<file path="src/design/mic_params.svh">
/*
 * Constants of the interrupt controller: bus offsets, field positions, source
 * numbering, widths, reset values and the default vector and priority tables.
 * Assumes it is included by the package and the design files by bare name.
 */
`ifndef MIC_PARAMS_SVH
`define MIC_PARAMS_SVH

`define MIC_NSRC 7
`define MIC_IDX_W 3
`define MIC_PC_W 12
`define MIC_ADDR_W 12
`define MIC_DATA_W 32

// apb byte addresses of the two control registers
`define MIC_ADDR_CTRL_A 12'h000
`define MIC_ADDR_CTRL_B 12'h004

// source numbering
`define MIC_SRC_CMP 0
`define MIC_SRC_DEB 1
`define MIC_SRC_TBA 2
`define MIC_SRC_TMP 3
`define MIC_SRC_TMA 4
`define MIC_SRC_EE 5
`define MIC_SRC_TBB 6

// field layout: sources 0..2 live in ctrl_a, sources 3..6 in ctrl_b
`define MIC_A_GIE_BIT 0
`define MIC_A_EN_LSB 1
`define MIC_A_FLAG_LSB 4
`define MIC_A_NSRC 3
`define MIC_B_EN_LSB 0
`define MIC_B_FLAG_LSB 4
`define MIC_B_NSRC 4

`define MIC_CTRL_RESET 8'h00
`define MIC_RDATA_ZERO 32'h0000_0000

// vectors, source 6 in the top slot; match p and match a share one vector
`define MIC_VECTORS_DEF {12'h01C, 12'h018, 12'h014, 12'h014, 12'h00C, 12'h008, 12'h004}
// priority, slot 0 (low bits) is the highest: cmp, deb, tba, tmp, tma, ee, tbb
`define MIC_PRIO_DEF {3'h6, 3'h5, 3'h4, 3'h3, 3'h2, 3'h1, 3'h0}

`endif

</file>
<file path="src/design/mic_pkg.sv">
/*
 * Types shared by the interrupt controller files: source vectors, addresses,
 * register select and the packed state of the top module.
 * Assumes mic_params.svh is on the include path.
 */
`include "mic_params.svh"

package mic_pkg;
    typedef logic [`MIC_NSRC-1:0] mic_src_t;
    typedef logic [`MIC_PC_W-1:0] mic_pc_t;
    typedef logic [`MIC_IDX_W-1:0] mic_idx_t;
    typedef logic [`MIC_ADDR_W-1:0] mic_addr_t;
    typedef logic [`MIC_DATA_W-1:0] mic_data_t;

    typedef enum logic [1:0] {
        MIC_SEL_A,
        MIC_SEL_B,
        MIC_SEL_NONE
    } mic_sel_e;

    typedef struct packed {
        mic_src_t flag;
        mic_src_t en;
        logic gie;
        logic cmp_prev;
        logic deb_prev;
        logic prev_valid;
        logic pready;
        logic pslverr;
        mic_data_t prdata;
        logic take;
        mic_pc_t vector;
        mic_pc_t push_pc;
        logic pop;
        logic wake;
    } mic_state_s;
endpackage

</file>
<file path="src/design/mic_irq_ctrl.sv">
/*
 * Interrupt controller of a small microcontroller: seven request flags with
 * enables, a global enable, vectoring with program counter push, return
 * handling and wake-up from low-power modes, with two control registers on APB.
 * Assumes event inputs are synchronous single-cycle pulses (levels for the
 * comparator and debounce outputs) and that the cpu holds cpu_irq_window high
 * only at an instruction boundary where it can accept a vector.
 */
// Added by the designer: the register offsets and register access over APB.
`include "mic_params.svh"

// Notes on behaviour
// - A source event always sets its flag, whatever the enables say.
// - A source vectors only when both its flag and enable are high.
// - No vector is taken while the global enable is low.
// - Taking an interrupt pushes the next pc and loads the source vector.
// - Return from interrupt pops the saved pc from the stack.
// - Taking any interrupt clears the global enable.
// - Requests during service still set and hold their flags.
// - No interrupt is acknowledged while the stack is full.
// - Simultaneous enabled requests are served in a fixed priority order.
// - Some sources own a vector, others share a multi-function vector.
// - Any flag becoming set wakes the device from sleep or idle.
// - Comparator output change sets its flag; service clears it.
// - Debounce output change sets its flag; service clears it.
// - First register: global, three enables, three flags, bit 7 zero, reset zero.
// - Second register: four enables then four flags, all read/write, reset zero.
// - Flag 1 means pending; enable 1 means enabled.
// - Return from interrupt sets the global enable; plain return does not.
// - A flag holds until serviced or cleared by software.
// - Wake-up follows a flag rising, regardless of any enable.
module mic_irq_ctrl #(
    parameter logic [`MIC_NSRC*`MIC_PC_W-1:0] VECTORS = `MIC_VECTORS_DEF,
    parameter logic [`MIC_NSRC*`MIC_IDX_W-1:0] PRIO = `MIC_PRIO_DEF
) (
    // clock and reset
    input wire logic pclk,
    input wire logic presetn,
    // apb slave
    input wire mic_pkg::mic_addr_t paddr,
    input wire logic psel,
    input wire logic penable,
    input wire logic pwrite,
    input wire mic_pkg::mic_data_t pwdata,
    output mic_pkg::mic_data_t prdata,
    output logic pready,
    output logic pslverr,
    // event sources
    input wire logic cmp_out,
    input wire logic debounce_out,
    input wire logic timebase_a_tick,
    input wire logic timebase_b_tick,
    input wire logic eeprom_write_done,
    input wire logic timer_match_p,
    input wire logic timer_match_a,
    // cpu core and stack
    input wire logic cpu_irq_window,
    input wire mic_pkg::mic_pc_t cpu_next_pc,
    input wire logic stack_full,
    input wire logic return_from_irq_instr_exec,
    input wire logic low_power_mode,
    output logic irq_take,
    output mic_pkg::mic_pc_t irq_vector,
    output mic_pkg::mic_pc_t stack_push_pc,
    output logic stack_pop,
    output logic wake_req
);
    import mic_pkg::*;

    mic_state_s st_reg;
    mic_state_s st_next;
    mic_src_t ev;
    mic_src_t pending;
    logic pick_hit;
    mic_idx_t pick_idx;
    logic do_take;
    logic bus_done;
    logic wr_a;
    logic wr_b;
    mic_sel_e sel;

    function automatic mic_sel_e decode(input mic_addr_t a);
        if (a == `MIC_ADDR_CTRL_A) begin
            return MIC_SEL_A;
        end else if (a == `MIC_ADDR_CTRL_B) begin
            return MIC_SEL_B;
        end else begin
            return MIC_SEL_NONE;
        end
    endfunction

    function automatic logic [7:0] pack_a(input mic_state_s s);
        return {1'b0, s.flag[`MIC_A_NSRC-1:0], s.en[`MIC_A_NSRC-1:0], s.gie};
    endfunction

    function automatic logic [7:0] pack_b(input mic_state_s s);
        return {s.flag[`MIC_NSRC-1:`MIC_A_NSRC], s.en[`MIC_NSRC-1:`MIC_A_NSRC]};
    endfunction

    mic_prio_pick #(
        .ORDER(PRIO)
    ) u_pick (
        .pending(pending),
        .hit(pick_hit),
        .idx(pick_idx)
    );

    always_comb begin
        ev = '0;
        // the first cycle after reset only learns the levels, so no false edge
        ev[`MIC_SRC_CMP] = st_reg.prev_valid && (cmp_out != st_reg.cmp_prev);
        ev[`MIC_SRC_DEB] = st_reg.prev_valid && (debounce_out != st_reg.deb_prev);
        ev[`MIC_SRC_TBA] = timebase_a_tick;
        ev[`MIC_SRC_TMP] = timer_match_p;
        ev[`MIC_SRC_TMA] = timer_match_a;
        ev[`MIC_SRC_EE] = eeprom_write_done;
        ev[`MIC_SRC_TBB] = timebase_b_tick;
        pending = st_reg.flag & st_reg.en;
        do_take = cpu_irq_window && st_reg.gie && !stack_full && pick_hit;
        sel = decode(paddr);
        bus_done = psel && penable && st_reg.pready;
        wr_a = bus_done && pwrite && (sel == MIC_SEL_A);
        wr_b = bus_done && pwrite && (sel == MIC_SEL_B);
    end

    always_comb begin
        st_next = st_reg;
        st_next.cmp_prev = cmp_out;
        st_next.deb_prev = debounce_out;
        st_next.prev_valid = 1'b1;
        // one wait state: pready rises in the second access cycle
        st_next.pready = psel && penable && !st_reg.pready;
        st_next.pslverr = psel && penable && !st_reg.pready && (sel == MIC_SEL_NONE);
        st_next.prdata = `MIC_RDATA_ZERO;
        if (psel && penable && !st_reg.pready && !pwrite) begin
            if (sel == MIC_SEL_A) begin
                st_next.prdata = {24'h00_0000, pack_a(st_reg)};
            end else if (sel == MIC_SEL_B) begin
                st_next.prdata = {24'h00_0000, pack_b(st_reg)};
            end
        end
        // software writes first, then service clears, then hardware events win
        if (wr_a) begin
            st_next.gie = pwdata[`MIC_A_GIE_BIT];
            st_next.en[`MIC_A_NSRC-1:0] = pwdata[`MIC_A_EN_LSB +: `MIC_A_NSRC];
            st_next.flag[`MIC_A_NSRC-1:0] = pwdata[`MIC_A_FLAG_LSB +: `MIC_A_NSRC];
        end
        if (wr_b) begin
            st_next.en[`MIC_NSRC-1:`MIC_A_NSRC] = pwdata[`MIC_B_EN_LSB +: `MIC_B_NSRC];
            st_next.flag[`MIC_NSRC-1:`MIC_A_NSRC] = pwdata[`MIC_B_FLAG_LSB +: `MIC_B_NSRC];
        end
        if (return_from_irq_instr_exec && !wr_a) begin
            st_next.gie = 1'b1;
        end
        st_next.pop = return_from_irq_instr_exec;
        st_next.take = do_take;
        if (do_take) begin
            st_next.flag[pick_idx] = 1'b0;
            st_next.gie = 1'b0;
            st_next.vector = VECTORS[pick_idx*`MIC_PC_W +: `MIC_PC_W];
            st_next.push_pc = cpu_next_pc;
        end
        // flags hold otherwise; an event beats any clear in the same cycle
        st_next.flag = st_next.flag | ev;
        st_next.wake = low_power_mode && ((st_next.flag & ~st_reg.flag) != '0);
    end

    always_ff @(posedge pclk or negedge presetn) begin
        if (!presetn) begin
            st_reg <= '0;
        end else begin
            st_reg <= st_next;
        end
    end

    assign prdata = st_reg.prdata;
    assign pready = st_reg.pready;
    assign pslverr = st_reg.pslverr;
    assign irq_take = st_reg.take;
    assign irq_vector = st_reg.vector;
    assign stack_push_pc = st_reg.push_pc;
    assign stack_pop = st_reg.pop;
    assign wake_req = st_reg.wake;
endmodule

</file>
<file path="src/design/mic_prio_pick.sv">
/*
 * Fixed-priority picker: returns the highest ranked pending source.
 * Assumes the order table lists every source index once, slot 0 highest.
 */
`include "mic_params.svh"

module mic_prio_pick #(
    parameter logic [`MIC_NSRC*`MIC_IDX_W-1:0] ORDER = `MIC_PRIO_DEF
) (
    // request side
    input wire mic_pkg::mic_src_t pending,
    // result
    output logic hit,
    output mic_pkg::mic_idx_t idx
);
    import mic_pkg::*;

    always_comb begin
        mic_idx_t s;
        s = '0;
        hit = 1'b0;
        idx = '0;
        // walk from lowest rank up so the highest pending one is kept last
        for (int i = `MIC_NSRC - 1; i >= 0; i--) begin
            s = ORDER[i*`MIC_IDX_W +: `MIC_IDX_W];
            if (pending[s]) begin
                hit = 1'b1;
                idx = s;
            end
        end
    end
endmodule

</file>
<file path="config.mk">
export PLATFORM = sky130hd
export DESIGN_NAME = mic_irq_ctrl
export DESIGN_NICKNAME = d
export VERILOG_FILES = /design/src/design/mic_pkg.sv /design/src/design/mic_irq_ctrl.sv /design/src/design/mic_prio_pick.sv
export VERILOG_INCLUDE_DIRS = /design/src /design/src/design
export SDC_FILE = /design/constraint.sdc
export NUM_CORES = 1
export LEC_CHECK = 0
export ABC_CLOCK_PERIOD_IN_PS = 3600
export BUFFER_PORTS_ARGS = -buffer_cell sky130_fd_sc_hd__buf_2
export CORE_MARGIN = 1.5
export CORE_UTILIZATION = 49
export DETAILED_ROUTE_END_ITERATION = 7
export PLACE_DENSITY = 0.83
export SKIP_LAST_GASP = 1
export SYNTH_ARGS = -nofsm -noshare
export SYNTH_HDL_FRONTEND = slang
export SYNTH_SLANG_ARGS = --single-unit
</file>
<file path="constraint.sdc">
create_clock -name pclk -period 3.6 [get_ports pclk]
set_input_delay 0.72 -clock pclk [delete_from_list [all_inputs] [get_ports pclk]]
set_output_delay 0.72 -clock pclk [all_outputs]
set_load 0.1 [all_outputs]
</file>
Word-level counts from Yosys, hierarchy flattened
Cells that the tools add are included.
- bits in registers: 79
- bits in latches: 0
- memory bits (writable): 0
- bits in read-only memories: 0
- input port bits: 72
- output and inout bits: 61
- word-level logic and storage cells: 81
- memories kept: 0
- add/subtract/negate cells: 0
- multipliers: 1
- div/mod/pow operators: 0
- magnitude comparators: 2
- equality and inequality tests: 5
- shift-type cells: 1
- multiplexer cells: 27
- bitwise logic cells: 6
- reductions and logical operators: 24
- operator list (cell ; count):
    $shiftx A84 B8 Y12 const A ; 1
    $mux W3 ; 8
    $mux W8 ; 3
    $and A7 B7 Y7 ; 3
    $logic_and A1 B1 Y1 ; 16
    $not A7 Y7 ; 2
    $eq A12 B3 Y1 const B ; 1
    $logic_not A12 Y1 ; 1
    $mux W1 ; 11
    $mux W7 ; 1
    $or A7 B7 Y7 ; 1
    $reduce_bool A7 Y1 ; 1
    $mul A3 B2 Y5 const B ; 1
    $logic_not A1 Y1 ; 4
    $lt A3 B4 Y1 const B ; 1
    $mux W2 ; 2
    $mux W4 ; 1
    $demux W1 S3 ; 1
    $ge A3 B1 Y1 const B ; 1
    $reduce_bool A3 Y1 ; 1
    $eq A2 B1 Y1 const B ; 1
    $eq A2 B2 Y1 const B ; 1
    $logic_not A2 Y1 ; 1
    $ne A1 B1 Y1 ; 2

Longest topological paths before layout
Gate-level depths: netlist of run 1.
- depth after elaboration: 19
- depth in mapped cells: 8
- mapped depth without buffers: 8

Hierarchy
Synthesis of run 1 repeated with hierarchy kept, for this count alone.
- cells, all modules: 281
- area, all modules: 2638.8 um^2
- by module, submodules not included (module ; times used ; cells each ; area each (um^2) ; sequential area each (um^2)):
    mic_irq_ctrl ; 1 ; 270 ; 2572.5 ; 1151.1
    mic_prio_pick ; 1 ; 11 ; 66.3 ; 0.0

Least setup slack after synthesis of run 1
OpenSTA, ideal clock, no wires.
- path kind: register to register
- start point: reg st_reg, in the netlist pready
- end point: reg st_reg[74] in the netlist's numbering
- library setup time: 118 ps
- arrival time: 2143 ps
- data required time: 3482 ps
- slack: 1339 ps
- cell stages (with the launch flop): 6
- path buffers: 1
- period minus slack after synthesis: 2261 ps
- cells stage by stage: dfrtp_1 -> and4_1 -> and4_1 -> buf_2 -> mux2_2 -> a21o_1
- RTL lines (item ; line ; source):
    start, declared ; mic_irq_ctrl.sv:70 ; mic_state_s st_reg;
    start signal, assigned ; mic_irq_ctrl.sv:172 ; st_reg <= st_next;

==> summary.txt, run 1 <==
GRT
  – Initial antenna violation count: 0
  – GRT Overall Usage: 0.182
  – First-pass GRT wire length: 8410 µm
  – Number of global-route vias before repair: 1851
  – Largest net degree at the start of global routing: 47
  – Global route overflow: 0

Yosys
  – Area fraction of the dominant cell type after synthesis: 0.439
  – Synthesized cell area: 2630 µm²
  – Post-synth EDFFs: 0
  – Async set-reset flop share out of synthesis: 1.00
  – Post-synth top area cell: dfrtp_1
  – FF+latch count, synth: 46
  – Average size of a mapped cell: 11.1 µm²
  – Cells after Synth: 236
  – Main synth FF type: dfrtp_1
  – Synthesis Warnings: 0
  – Yosys cell types: 47
  – Sequential area share after synthesis: 0.439
  – Largest cells by area after synthesis: dfrtp_1, buf_4, mux2_2, mux2i_1, mux2_4

Clock tree
  – H-tree levels: 2
  – CTS root buf: clkbuf_8
  – Post-CTS Hold Fix Bufs: 0
  – # resized after CTS: 0
  – CTS tree: done
  – Num Clock Sinks: 46
  – Post-CTS Setup Repair Bufs: 0
  – CTS Buffer Depth: 2
  – Total CTS buffers: 5
  – Worst-skew pair later-pin latency: 0.30 ns
  – CTS clock-pin slew for the worst setup and hold paths: 0.08 ns

Worst setup path
  – Worst setup SP type: input port
  – Req. time, crit path: 3.79 ns
  – CP peak stage delay: 0.53 ns
  – Crit path DAT: 2.31 ns
  – Crit end category: register
  – Critical path cell sequence: buf_2 -> nor4_1 -> and4_1 -> mux2_2 -> a21o_1
  – Worst path slowest cell: and4_1
  – Critical path peak fanout: 11
  – Critical path type: in2reg

Route
  – Post-DRT Antenna Nets: 0
  – Initial DRC count: 101
  – Vias/cell: 4.99
  – Final WL: 5010 µm
  – Router iterations before antenna repair: 7
  – Drt drc: 0
  – Via Count: 1795
  – Avg WL per Cell: 13.9 µm

Floorplanning
  – Die area: 5800 µm²
  – I/O Pins: 133
  – Total number of placement rows: 26
  – Die height: 76.2 µm
  – Starting Density: 0.511
  – Die width: 76.2 µm
  – Core area: 5140 µm²

Placement
  – Detailed placement HPWL: 3900 µm
  – GPL Wtd Cong: 0.913
  – I/O Buffers: 75

Timing
  – Clk_skew: 0.00724 ns
  – Fmax achieved: 472 MHz
  – Post-Route Setup TNS: 0 ns
  – Tmin final: 2.12 ns
  – Relative slew slack: 0.344
  – Unrepaired setup endpoints after global routing: false
  – Max-slew violations: 0
  – Fin crit share: 0.589
  – Slew @ Worst Pin: 0.984 ns
  – Final Hold Fails: 0
  – # setup viols final: 0

Finish
  – N_diodes: 0
  – Final Core Density: 0.558
  – Share of cells above drive strength 1: 0.376
  – Max reg flops: 18
  – Area Overhead vs Synth: 9.20%
  – Commonest non-fill, non-tap cells in the layout: buf_2, dfrtp_1, conb_1
  – Most common cell after layout, fill and taps aside: buf_2
  – Fillers: 477
  – NumNets Final: 364

Power
  – Worst vdd ir: 0.000205 V
  – PwrDens: 396 nW/µm²
  – Leakage: 1.55 nW

Job
  – Maxcap violations: 0

Outcome
  – Status: finished clean

Hold path
  – Hold Path Class: reg2reg
layer usage:
layer  share of wire  routed length, µm  track usage
met4           0.034                171        0.100
met2            0.50               2530        0.311
met5               0                  0            0
met1            0.39               1940        0.208
met3           0.073                367       0.0455
Yosys cell counts (all sizes together), types with 3 or more instances:
| cell type | instances |
|---|---|
| buf | 59 |
| dfrtp | 46 |
| mux2 | 21 |
| mux2i | 14 |
| nor2 | 12 |
| nand2 | 10 |
| inv | 8 |
| nor3 | 5 |
| nor4 | 4 |
| o21bai | 4 |
| a21o | 3 |
| a222oi | 3 |
| a22oi | 3 |
| ha | 3 |
| nand3 | 3 |
| nor2b | 3 |
worst max-delay path, delay by kind of cell:
family	cells	cell delay (ns)
simple gates	2	0.82
buf+inv	1	0.20
compound gates	1	0.18
mux	1	0.39
where the power goes:
| group | total (W) | leakage, nW | switching (W) | internal, W |
|---|---|---|---|---|
| registers | 0.000524 | 0.585 | 0.00000257 | 0.000521 |
| logic | 0.000235 | 0.912 | 0.000206 | 0.0000288 |
| clock network | 0.000377 | 0.0514 | 0.000170 | 0.000207 |
| total | 0.00114 | 1.55 | 0.000379 | 0.000757 |
cells by family after synthesis:
logic type / after synthesis / synth area share
other: 2 / 0.00286
XOR/XNOR: 2 / 0.00667
flip-flops: 46 / 0.439
AND/OR/NAND/NOR: 52 / 0.118
AO/OA/AOI/OAI: 27 / 0.0868
buffers and inverters: 69 / 0.184
multiplexers: 35 / 0.149
adder cells (fa/ha/maj): 3 / 0.0143
worst paths after layout:
kind / slack (ns) / from / depth (start not counted) / end
min: 0.47 / pready / 1 / pready
min reg2reg: 0.47 / pready / 1 / pready
min in group asynchronous: 0.57 / presetn / 1 / stack_push_pc[8]
max in group asynchronous: 2.41 / presetn / 1 / st_reg[62]
max reg2reg: 1.76 / pready / 4 / st_reg[74]
max: 1.48 / paddr[2] / 5 / st_reg[74]
layout make-up:
type	instances	area [µm²]	share of cell area
Sequential cell	46	1150	0.402
Multi-Input combinational cell	153	1110	0.388
Timing Repair Buffer	75	375	0.131
Tap cell	70	87.6	0.0306
Clock buffer	6	72.6	0.0253
Clock inverter	2	37.5	0.0131
Inverter	8	30.0	0.0105
through the flow:
step / setup WS [ns] / cells / cell area [µm²] / hold slack (ns) / total power, W
floorplan: 1.34 / 268 / 2750 / 0.424 / 0.000752
global placement: 1.17 / 352 / 2760 / 0.448 / 0.000767
detailed placement: 1.15 / 352 / 2760 / 0.467 / 0.000769
CTS: 1.46 / 360 / 2870 / 0.478 / 0.00114
global route: 1.37 / 360 / 2870 / 0.513 / 0.00118
finish: 1.48 / 360 / 2870 / 0.474 / 0.00114
Note: power is estimated with default switching activity, not from simulation.
==> inputs of run 2 (changes only) <==
--- a/config.mk
+++ b/config.mk
@@ -6,12 +6,12 @@
 export SDC_FILE = /design/constraint.sdc
 export NUM_CORES = 1
 export LEC_CHECK = 0
-export ABC_CLOCK_PERIOD_IN_PS = 3600
+export ABC_CLOCK_PERIOD_IN_PS = 2100
 export BUFFER_PORTS_ARGS = -buffer_cell sky130_fd_sc_hd__buf_2
 export CORE_MARGIN = 1.5
-export CORE_UTILIZATION = 49
+export CORE_UTILIZATION = 46
 export DETAILED_ROUTE_END_ITERATION = 7
-export PLACE_DENSITY = 0.83
+export PLACE_DENSITY = 0.79
 export SKIP_LAST_GASP = 1
 export SYNTH_ARGS = -nofsm -noshare
 export SYNTH_HDL_FRONTEND = slang
==> constraint.sdc (replaced) <==
create_clock -name pclk -period 2.1 [get_ports pclk]
set_input_delay 0.42 -clock pclk [delete_from_list [all_inputs] [get_ports pclk]]
set_output_delay 0.42 -clock pclk [all_outputs]
set_load 0.1 [all_outputs]
==> run 2 against run 1 <==
Combinational power grew 74%. Die area grew 6.3%. Worst setup slack lost 1.3 ns. Largest power group unchanged. Final cell count grew 2.8%. Register-to-register slack lost 1.6 ns. Critical endpoint is now stack_push_pc[8].
==> summary.txt, run 2 (synthesis results as in run 1) <==
Finish
  – NumNets Final: 372 (was 364)
  – Most common cell after layout, fill and taps aside: buf_2 (unchanged)
  – Fin cells: 370 (was 360)
  – Max reg flops: 18 (unchanged)
  – Final Core Density: 0.534 (was 0.558)
  – Area of the multi-input gates: 1110 µm² (unchanged)
  – Commonest non-fill, non-tap cells in the layout: buf_2, dfrtp_1, conb_1 (unchanged)
  – Share of cells above drive strength 1: 0.396 (was 0.376)
  – Design area: 2940 µm² (was 2870 µm²)
  – Sequential cell area: 1150 µm² (about the same)
  – Fillers: 496 (was 477)
  – Area Overhead vs Synth: 12.1% (was 9.20%)
  – N_diodes: 0 (unchanged)

Floorplanning
  – Core area: 5510 µm² (was 5140 µm²)
  – Die width: 78.5 µm (was 76.2 µm)
  – Die height: 78.5 µm (was 76.2 µm)
  – I/O Pins: 133 (unchanged)
  – Die area: 6170 µm² (was 5800 µm²)
  – Total number of placement rows: 27 (was 26)
  – Starting Density: 0.477 (was 0.511)

Clock tree
  – Post-CTS Hold Fix Bufs: 0 (unchanged)
  – H-tree levels: 2 (unchanged)
  – Post-CTS Setup Repair Bufs: 0 (unchanged)
  – Worst-skew pair later-pin latency: 0.30 ns (about the same)
  – CTS clock-pin slew for the worst setup and hold paths: 0.09 ns (was 0.08 ns)
  – # resized after CTS: 0 (unchanged)
  – CTS tree: done (unchanged)
  – CTS Buffer Depth: 2 (unchanged)
  – CTS root buf: clkbuf_8 (unchanged)
  – Num Clock Sinks: 46 (unchanged)
  – Total CTS buffers: 5 (unchanged)

Route
  – Final WL: 4950 µm (was 5010 µm)
  – Drt drc: 0 (unchanged)
  – Router iterations before antenna repair: 4 (was 7)
  – Via Count: 1827 (was 1795)
  – Post-DRT Antenna Nets: 0 (unchanged)
  – Initial DRC count: 126 (was 101)
  – Vias/cell: 4.94 (was 4.99)
  – Avg WL per Cell: 13.4 µm (was 13.9 µm)

Job
  – Maxcap violations: 0 (unchanged)

Timing
  – Post-Route Setup TNS: 0 ns (unchanged)
  – # setup viols final: 0 (unchanged)
  – Fin crit share: 0.908
  – Max-slew violations: 0 (unchanged)
  – Relative slew slack: 0.575 (was 0.344)
  – Fmax achieved: 524 MHz
  – Clk_skew: 0.00771 ns (was 0.00724 ns)
  – Slew @ Worst Pin: 0.637 ns (was 0.984 ns)
  – Unrepaired setup endpoints after global routing: false (unchanged)
  – Final Hold Fails: 0 (unchanged)
  – Tmin final: 1.91 ns

Power
  – Worst vdd ir: 0.000284 V (was 0.000205 V)
  – PwrDens: 666 nW/µm² (was 396 nW/µm²)
  – Leakage: 1.59 nW (was 1.55 nW)
  – Total Power: 0.00196 W (was 0.00114 W)

Worst setup path
  – Crit end category: register (unchanged)
  – R2R Setup Slk: 0.19 ns (was 1.76 ns)
  – Worst Setup SP: st_reg[70] (was paddr[2])
  – FF-to-FF Start: st_reg[70] (was pready)
  – Critical path peak fanout: 18 (was 11)
  – Reg2Reg Depth: 3 (was 4)
  – Crit path DAT: 2.10 ns (was 2.31 ns)
  – Critical path type: reg2reg (was in2reg)
  – Reg2reg end: stack_push_pc[8] (was st_reg[74])
  – Worst setup SP type: register (was input port)
  – Req. time, crit path: 2.29 ns (was 3.79 ns)

GRT
  – First-pass GRT wire length: 8020 µm (was 8410 µm)
  – Global route overflow: 0 (unchanged)
  – Number of global-route vias before repair: 1779 (was 1851)
  – GRT Overall Usage: 0.167 (was 0.182)
  – Largest net degree at the start of global routing: 25 (was 47)
  – Initial antenna violation count: 0 (unchanged)

Placement
  – Placed instance count: 362 (was 352)
  – Detailed placement HPWL: 3920 µm (was 3900 µm)
  – Placed Area: 2830 µm² (was 2760 µm²)
  – I/O Buffers: 75 (unchanged)
  – GPL Wtd Cong: 0.871 (was 0.913)

Hold path
  – Hold Path Class: in2async (was reg2reg)

Outcome
  – Status: finished clean (unchanged)
## run 2: changes by cell type in the layout (fill, tap and decap cells not counted)
cell,before,now
buf_12,0,1
buf_4,0,7
dfrtp_1,46,45
dfrtp_2,0,1
## run 2: layout make-up
cell class	count	area share
clock buffers	6	0.0247
clock inverters	2	0.0128
inverters	8	0.0102
multi-input cells	153	0.378
flip-flops and latches	46	0.392
well taps	72	0.0306
repair buffers	83	0.152
## run 2: power breakdown
part	switching (W)	internal [W]	total, W	leakage (nW)
Clock	0.000297	0.000355	0.000652	0.0514
Sequential	0.00000421	0.000893	0.000898	0.583
Combinational	0.000355	0.0000543	0.000409	0.954
## run 2: critical path, cell delays in order (launching register included)
cell and delay (ns):
dfrtp_1 0.45, a222oi_1 0.61, a31oi_4 0.35, mux2_4 0.38
## run 2: worst max path at each step
stage | endpoint | depth (start not counted)
6_report | stack_push_pc[8] | 3
5_1_grt | stack_push_pc[8] | 3
4_1_cts | stack_push_pc[8] | 3
3_5_place_dp | prdata[3] | 5
3_3_place_gp | prdata[3] | 5
2_1_floorplan | st_reg[74] | 5
## run 2: per-stage QoR
stage,setup slack (ns),hold WS [ns]
floorplan,0.134,0.124
global placement,0.171,0.415
detailed placement,0.137,0.417
CTS,0.188,0.0847
global route,0.0776,0.0929
finish,0.193,0.0706
## run 2: layer usage
layer | track usage | vias to the layer above | part of all wire
met2 | 0.289 | 78 | 0.51
met4 | 0.0732 | 0 | 0.022
met5 | 0 | - | 0
met3 | 0.0430 | 10 | 0.067
met1 | 0.195 | 878 | 0.40
li1 | - | 861 | -
